File: src/logic/psl_pkg.sv
/*
 * Package for the path signal label mismatch monitor: label codes,
 * defect indication range and the carried structs.
 * Assumes one clock domain (clk_sys) for every user of these types.
 */
package psl_pkg;
   localparam logic [7:0] PSL_UNEQUIPPED   = 8'h00;
   localparam logic [7:0] PSL_EQUIP_UNSPEC = 8'h01;
   localparam logic [7:0] PSL_GFP_LABEL    = 8'h1B;
   localparam logic [7:0] PSL_LEX_LABEL    = 8'h01;
   localparam logic [7:0] PSL_PDI_LOW      = 8'hE1;
   localparam logic [7:0] PSL_PDI_HIGH     = 8'hFC;

   // Local framing choice, picks the expected label
   typedef enum logic [0:0] {
      PSL_MODE_GFP = 1'b0,
      PSL_MODE_LEX = 1'b1
   } psl_mode_e;

   typedef struct packed {
      logic       frameValid;
      logic [7:0] label;
   } psl_rx_s;

   typedef struct packed {
      logic pathPayloadLabelDefect;
      logic tributaryPayloadLabelDefect;
   } psl_defect_s;

   typedef struct packed {
      logic mismatch;
      logic linkDown;
   } psl_alarm_s;
endpackage
File: src/logic/psl_label_compare.sv
/*
 * Combinational label comparison for one received frame.
 * Assumes labels are stable while evaluated; no state held here.
 */
`timescale 1ns/1ps
module psl_label_compare
   import psl_pkg::*;
(
   input  wire logic [7:0] rxLabel,
   input  wire logic [7:0] expLabel,
   output logic            mismatchRaw
);
   function automatic logic isPdi(input logic [7:0] lbl);
      isPdi = (lbl >= PSL_PDI_LOW) && (lbl <= PSL_PDI_HIGH);
   endfunction

   always_comb begin
      mismatchRaw = (rxLabel != PSL_UNEQUIPPED)
         && !isPdi(rxLabel)
         && (rxLabel != expLabel)
         && ((expLabel == PSL_EQUIP_UNSPEC) || (rxLabel == PSL_EQUIP_UNSPEC));
   end
endmodule

File: src/logic/psl_mismatch_monitor.sv
/*
 * Path signal label mismatch monitor top. Evaluates the received label
 * once per frame and drives the encapsulation mismatch alarm and the
 * link-down request.
 * Assumes rx and defect inputs come from logic on clk_sys; the mode and
 * trigger-enable inputs are static configuration pins and are synchronised.
 */
// Contract
// No alarm while received label is unequipped
// No alarm while received label is defect indication
// Alarm on differing labels involving equipped-unspecified
// Payload label defects suppress the alarm
// Alarm drops link unless trigger disabled
// GFP expects 0x1B, LAN-extension expects 0x01
// Both ends must share framing settings
// Defect range test, evaluated once per frame
`timescale 1ns/1ps
module psl_mismatch_monitor
   import psl_pkg::*;
(
   input  wire logic                 clk_sys,
   input  wire logic                 rst_b,
   input  wire psl_pkg::psl_rx_s     rxIn,
   input  wire psl_pkg::psl_defect_s defectIn,
   input  wire logic                 modeLexPin,
   input  wire logic                 linkTriggerEnPin,
   output psl_pkg::psl_alarm_s       alarmOut
);
   import psl_pkg::*;

   // Mode pin synchroniser
   logic       modeMeta_q;
   logic       modeSync_q;

   // Trigger-enable pin synchroniser
   logic       trigMeta_q;
   logic       trigSync_q;

   // Expected label and raw comparison
   psl_mode_e  mode;
   logic [7:0] expLabel;
   logic       mismatchRaw;

   // Frame and defect qualifiers
   logic       defectActive;
   logic       frameTake;

   // Alarm state
   logic       mismatch_d;
   logic       mismatch_q;
   logic       linkDown_d;
   logic       linkDown_q;

   // Defect indication range test, shared by the checks below
   function automatic logic inPdiRange(input logic [7:0] lbl);
      inPdiRange = (lbl >= PSL_PDI_LOW) && (lbl <= PSL_PDI_HIGH);
   endfunction

   // Mode pin: two-stage sync, GFP out of reset
   always_ff @(posedge clk_sys or negedge rst_b) begin
      if (!rst_b) begin
         modeMeta_q <= 1'b0;
         modeSync_q <= 1'b0;
      end else begin
         modeMeta_q <= modeLexPin;
         modeSync_q <= modeMeta_q;
      end
   end

   // Trigger pin: two-stage sync, link-down enabled out of reset
   always_ff @(posedge clk_sys or negedge rst_b) begin
      if (!rst_b) begin
         trigMeta_q <= 1'b1;
         trigSync_q <= 1'b1;
      end else begin
         trigMeta_q <= linkTriggerEnPin;
         trigSync_q <= trigMeta_q;
      end
   end

   // Expected label follows local framing; far end must match it
   always_comb begin
      mode = psl_mode_e'(modeSync_q);
      case (mode)
         PSL_MODE_GFP: expLabel = PSL_GFP_LABEL;
         PSL_MODE_LEX: expLabel = PSL_LEX_LABEL;
         default:      expLabel = PSL_GFP_LABEL;
      endcase
   end

   psl_label_compare u_compare (
      .rxLabel     (rxIn.label),
      .expLabel    (expLabel),
      .mismatchRaw (mismatchRaw)
   );

   // Either payload label defect outranks the encapsulation alarm
   assign defectActive = defectIn.pathPayloadLabelDefect
                         || defectIn.tributaryPayloadLabelDefect;

   // A frame is only judged while no defect is pending
   assign frameTake = rxIn.frameValid && !defectActive;

   // Alarm next value: cleared by defect, else re-judged per frame
   always_comb begin
      mismatch_d = mismatch_q;
      if (defectActive) begin
         mismatch_d = 1'b0;
      end else if (frameTake) begin
         mismatch_d = mismatchRaw;
      end
   end

   always_ff @(posedge clk_sys or negedge rst_b) begin
      if (!rst_b) begin
         mismatch_q <= 1'b0;
      end else begin
         mismatch_q <= mismatch_d;
      end
   end

   // Link-down follows the alarm only while the trigger is enabled
   always_comb begin
      linkDown_d = mismatch_d && trigSync_q;
   end

   always_ff @(posedge clk_sys or negedge rst_b) begin
      if (!rst_b) begin
         linkDown_q <= 1'b0;
      end else begin
         linkDown_q <= linkDown_d;
      end
   end

   assign alarmOut.mismatch = mismatch_q;
   assign alarmOut.linkDown = linkDown_q;

   unequip_quiet_a: assert property (
      @(posedge clk_sys) disable iff (!rst_b)
      (rxIn.frameValid && rxIn.label == PSL_UNEQUIPPED) |=> !mismatch_q)
      else $error("alarm raised on unequipped label");

   pdi_quiet_a: assert property (
      @(posedge clk_sys) disable iff (!rst_b)
      (rxIn.frameValid && inPdiRange(rxIn.label))
      |=> !mismatch_q)
      else $error("alarm raised on defect indication label");

   raise_alarm_a: assert property (
      @(posedge clk_sys) disable iff (!rst_b)
      (rxIn.frameValid && !defectIn.pathPayloadLabelDefect
       && !defectIn.tributaryPayloadLabelDefect && rxIn.label != expLabel
       && rxIn.label != PSL_UNEQUIPPED
       && !inPdiRange(rxIn.label)
       && (rxIn.label == PSL_EQUIP_UNSPEC || expLabel == PSL_EQUIP_UNSPEC))
      |=> mismatch_q)
      else $error("alarm missing on label mismatch");

   match_quiet_a: assert property (
      @(posedge clk_sys) disable iff (!rst_b)
      (rxIn.frameValid && rxIn.label == expLabel) |=> !mismatch_q)
      else $error("alarm raised on matching label");

   defect_demote_a: assert property (
      @(posedge clk_sys) disable iff (!rst_b)
      (defectIn.pathPayloadLabelDefect || defectIn.tributaryPayloadLabelDefect)
      |=> !mismatch_q && !linkDown_q)
      else $error("alarm not demoted by payload label defect");

   link_follow_a: assert property (
      @(posedge clk_sys) disable iff (!rst_b)
      linkDown_q == (mismatch_q && $past(trigSync_q)))
      else $error("link down does not follow alarm and enable");

   hold_between_a: assert property (
      @(posedge clk_sys) disable iff (!rst_b)
      (!rxIn.frameValid && !defectIn.pathPayloadLabelDefect
       && !defectIn.tributaryPayloadLabelDefect) |=> $stable(mismatch_q))
      else $error("alarm changed without a frame");

   expect_code_a: assert property (
      @(posedge clk_sys) disable iff (!rst_b)
      expLabel == (modeSync_q ? PSL_LEX_LABEL : PSL_GFP_LABEL))
      else $error("expected label wrong for mode");

   // Differing labels, neither equipped-unspecified: no alarm
   other_quiet_a: assert property (
      @(posedge clk_sys) disable iff (!rst_b)
      (frameTake && rxIn.label != expLabel
       && rxIn.label != PSL_EQUIP_UNSPEC && expLabel != PSL_EQUIP_UNSPEC)
      |=> !mismatch_q)
      else $error("alarm raised without equipped-unspecified label");

   // Report-only mode never requests link down
   report_only_a: assert property (
      @(posedge clk_sys) disable iff (!rst_b)
      !trigSync_q |=> !linkDown_q)
      else $error("link down while trigger disabled");

   // Enabled trigger drops the link with the alarm
   link_drop_a: assert property (
      @(posedge clk_sys) disable iff (!rst_b)
      (trigSync_q && mismatch_d) |=> linkDown_q)
      else $error("link not dropped on alarm");

   // Unequipped label never drops the link either
   unequip_link_a: assert property (
      @(posedge clk_sys) disable iff (!rst_b)
      (rxIn.frameValid && rxIn.label == PSL_UNEQUIPPED) |=> !linkDown_q)
      else $error("link dropped on unequipped label");

   // Defect indication label never drops the link
   pdi_link_a: assert property (
      @(posedge clk_sys) disable iff (!rst_b)
      (rxIn.frameValid && inPdiRange(rxIn.label)) |=> !linkDown_q)
      else $error("link dropped on defect indication label");

   // Frame ignored while a defect is pending
   defect_ignore_a: assert property (
      @(posedge clk_sys) disable iff (!rst_b)
      (rxIn.frameValid && defectActive) |=> !mismatch_q)
      else $error("frame judged during payload label defect");

   // Mode synchroniser passes the first stage through
   mode_sync_a: assert property (
      @(posedge clk_sys) disable iff (!rst_b)
      modeSync_q == $past(modeMeta_q))
      else $error("mode synchroniser out of step");

   // Trigger synchroniser passes the first stage through
   trig_sync_a: assert property (
      @(posedge clk_sys) disable iff (!rst_b)
      trigSync_q == $past(trigMeta_q))
      else $error("trigger synchroniser out of step");
endmodule

File: config.mk
export PLATFORM = sky130hd
export DESIGN_NAME = psl_mismatch_monitor
export DESIGN_NICKNAME = d
export VERILOG_FILES = /design/src/logic/psl_pkg.sv /design/src/logic/psl_label_compare.sv /design/src/logic/psl_mismatch_monitor.sv
export SDC_FILE = /design/constraint.sdc
export NUM_CORES = 1
export LEC_CHECK = 0
export ABC_AREA = 1
export BUFFER_PORTS_ARGS = -buffer_cell sky130_fd_sc_hd__buf_2
export CAP_MARGIN = 20
export CORE_AREA = 5 5 42 44
export DETAILED_ROUTE_END_ITERATION = 7
export DIE_AREA = 0 0 47 49
export SYNTH_ARGS = -nofsm -noshare
export SYNTH_HDL_FRONTEND = slang
export SYNTH_HIERARCHICAL = 1
export SYNTH_SLANG_ARGS = --single-unit
File: constraint.sdc
create_clock -name clk_sys -period 1.5 [get_ports clk_sys]
set_input_delay 0.15 -clock clk_sys [delete_from_list [all_inputs] [get_ports clk_sys]]
set_output_delay 0.15 -clock clk_sys [all_outputs]
set_load 0.01 [all_outputs]
==> flow_summary.json <==
{
  "outcome": "completed",
  "period_needed_ns": 1.26,
  "finalWirelength_microns": 985,
  "nets": 139,
  "leakage_nw": 0.437,
  "irDropWorstVdd_mv": 0.522,
  "highest_layer": "met3",
  "rsz0062_at_grt": "no",
  "start_util": 0.369,
  "startpoint_type": "register",
  "setup_viol": 0,
  "finalCritPeriodShare": 0.840,
  "dieHeight_microns": 49,
  "finalHoldViolCount": 0,
  "drt-met1-wl_microns": 463,
  "critPathMaxFanout": 6,
  "synth_ff_type": "dfrtp_1",
  "route.detailed.drc": 0,
  "slowest_stage": "dfrtp_1",
  "ios": 17,
  "numClockSinks": 6,
  "max_freq_mhz": 794,
  "final_util": 0.487,
  "wl_per_cell_microns": 7.09,
  "antenna_found_initial": 0,
  "ys_async_sr_fraction": 1.00,
  "holdCritStartpoint": "modeLexPin",
  "num_vias": 517,
  "dieArea_sq_um": 2300,
  "nFillCells": 163,
  "whs_ns": 0.0102,
  "synth_most_common_cell": "nand2_1",
  "rr_endpoint": "mismatch_q$_DFF_PN0_",
  "clk_latency_ns": 0.24,
  "die_w_microns": 47,
  "required_ns": 1.63,
  "synthDistinctLibCells": 12,
  "first_iter_violations": 2,
  "yosysTopAreaCellShare": 0.283,
  "core.rowCount": 14,
  "dp.cells": 133,
  "grt_pass1_vias": 477,
  "fin_tns_setup_ns": 0,
  "min_path_cells": 1,
  "avgViaCountPerCell": 3.72,
  "synth_seq_area_share": 0.295,
  "worst_clock_skew_ns": 0.00698,
  "arrival_ns": 1.39,
  "port_buffers": 16,
  "ys_seq_elements": 6,
  "syn_avg_cell_area_sq_um": 5.50,
  "crit_chain": "inv_2, inv_1, nand2_1, nand2_1, nor2_1, nand2_1, nor2_1, nor2_1, inv_1, nand2_1, nand3_2, inv_1",
  "root_buffer": "clkbuf_4",
  "ant_nets": 0,
  "met3_length_microns": 33,
  "slowest_delay_ns": 0.36,
  "synth_top_cell_by_area": "nand2_1",
  "drive_gt1_frac": 0.244,
  "fin_cells": 139,
  "ff2ff_path_depth": 12,
  "endpoint_kind": "register",
  "grt_pass1_wl_microns": 1860,
  "clk_pin_slew_ns": 0.05,
  "reg2reg_from": "mode$_DFF_PN0_",
  "syn_to_final_growth_pct": 32.0,
  "r2r_slack_ns": 0.24,
  "cts_tree": "built",
  "path_common_cell": "nand2_1",
  "dp_hpwl_microns": 861,
  "synthesis.area_sq_um": 517,
  "cts_htree_levels": 1,
  "timing.max_cap.violations": 0,
  "synthTopCellsByCount": "39 x nand2_1, 20 x inv_1, 12 x nor2_1",
  "antenna_cells": 0,
  "drt_first_pass_iters": 2,
  "placeableCoreArea_sq_um": 1400,
  "grt_max_degree": 7,
  "wl_met2_microns": 488,
  "yosys-top-cells-area": "nand2_1 28%, dfrtp_1 19%, inv_1 15%",
  "ys_warn_count": 6,
  "track_usage": 0.110,
  "routabilityCongestion": 0.721,
  "hold_path.class": "input pin to register",
  "critical_path_class": "register to register",
  "slew_viol_final": 0,
  "grt-ovfl-total": 0,
  "clk_path_buf_depth": 2,
  "syn_inst": 94,
  "cts_buffers": 3,
  "synth_edf_count": 0,
  "powerDensity_nw_per_um2": 630,
  "hold_end": "modeMeta_q$_DFF_PN0_"
}
-- through the flow --
| stage | power, mW | setup slack (ns) | cell area (sq um) |
|---|---|---|---|
| 4_1_cts | 0.433 | 0.141 | 672 |
| 3_3_place_gp | 0.267 | 0.180 | 636 |
| 2_1_floorplan | 0.233 | 0.314 | 551 |
| 6_report | 0.430 | 0.240 | 682 |
| 5_1_grt | 0.467 | 0.0719 | 682 |
| 3_5_place_dp | 0.268 | 0.161 | 636 |
-- worst max-delay path by stage --
stage / startpoint / end
after floorplan: mode$_DFF_PN0_ / mismatch_q$_DFF_PN0_
after global placement: mode$_DFF_PN0_ / mismatch_q$_DFF_PN0_
after detailed placement: mode$_DFF_PN0_ / mismatch_q$_DFF_PN0_
after CTS: mode$_DFF_PN0_ / mismatch_q$_DFF_PN0_
after global routing: mode$_DFF_PN0_ / mismatch_q$_DFF_PN0_
final: mode$_DFF_PN0_ / mismatch_q$_DFF_PN0_
-- critical path: cells and delay by family, from the launching register on --
family | cells | cell delay (ns)
and+or+nand+nor | 8 | 0.53
DFF | 1 | 0.36
buffers and inverters | 4 | 0.25
-- layer usage --
layer  track usage  up-vias
met5             0        -
met4        0.0553        0
met3        0.0332        0
met2         0.152        7
met1         0.150      202
li1              -      308
-- flip-flops by register name, summed over array words and instances, names as in the netlist --
| signal | cells |
|---|---|
| modeMeta_q | 1 |
| trigSync_q | 1 |
| linkDown_q | 1 |
| trigMeta_q | 1 |
| mismatch_q | 1 |
| mode | 1 |
-- layout by cell type (no fill, tap or decap) --
cell           instances
xor2_1                 1
conb_1                11
nand3_2                1
dfrtp_1                4
inv_1                 19
nor2_2                 4
inv_2                  4
buf_2                 16
nand3_1                4
clkbuf_4               3
dfstp_2                2
clkbuf_1               1
dlygate4sd3_1          2
nand2_1               39
nor2_1                12
-- power breakdown --
group          internal, mW  total [mW]  switching [mW]
logic                0.0404      0.0970          0.0566
registers             0.171       0.173         0.00196
clock network         0.101       0.160          0.0590
-- final cells by class --
cell class	count	area (sq um)	area share
Inverter	23	86.3	0.127
Timing Repair Buffer	18	100	0.147
Sequential cell	6	153	0.224
Clock buffer	4	26.3	0.0385
Multi-Input combinational cell	72	297	0.435
Tap cell	16	20.0	0.0294
-- cells by family (layout without fill, tap and decap cells) --
| logic type | Yosys count | count (layout) | share of synthesized area |
|---|---|---|---|
| buffers and inverters | 25 | 45 | 0.196 |
| xor gates and xnor gates | 1 | 1 | 0.0170 |
| other | 2 | 11 | 0.0145 |
| and+or+nand+nor | 60 | 60 | 0.477 |
| DFF | 6 | 6 | 0.295 |
-- timing repair --
action | in CTS | in global routing
hold buffers | 1 | 1
buffers inserted | 0 | 0
hold endpoints to repair | 6 | 1
resized for setup | 0 | 1
setup endpoints to repair | 0 | 1
(Power assumes the default switching activity.)
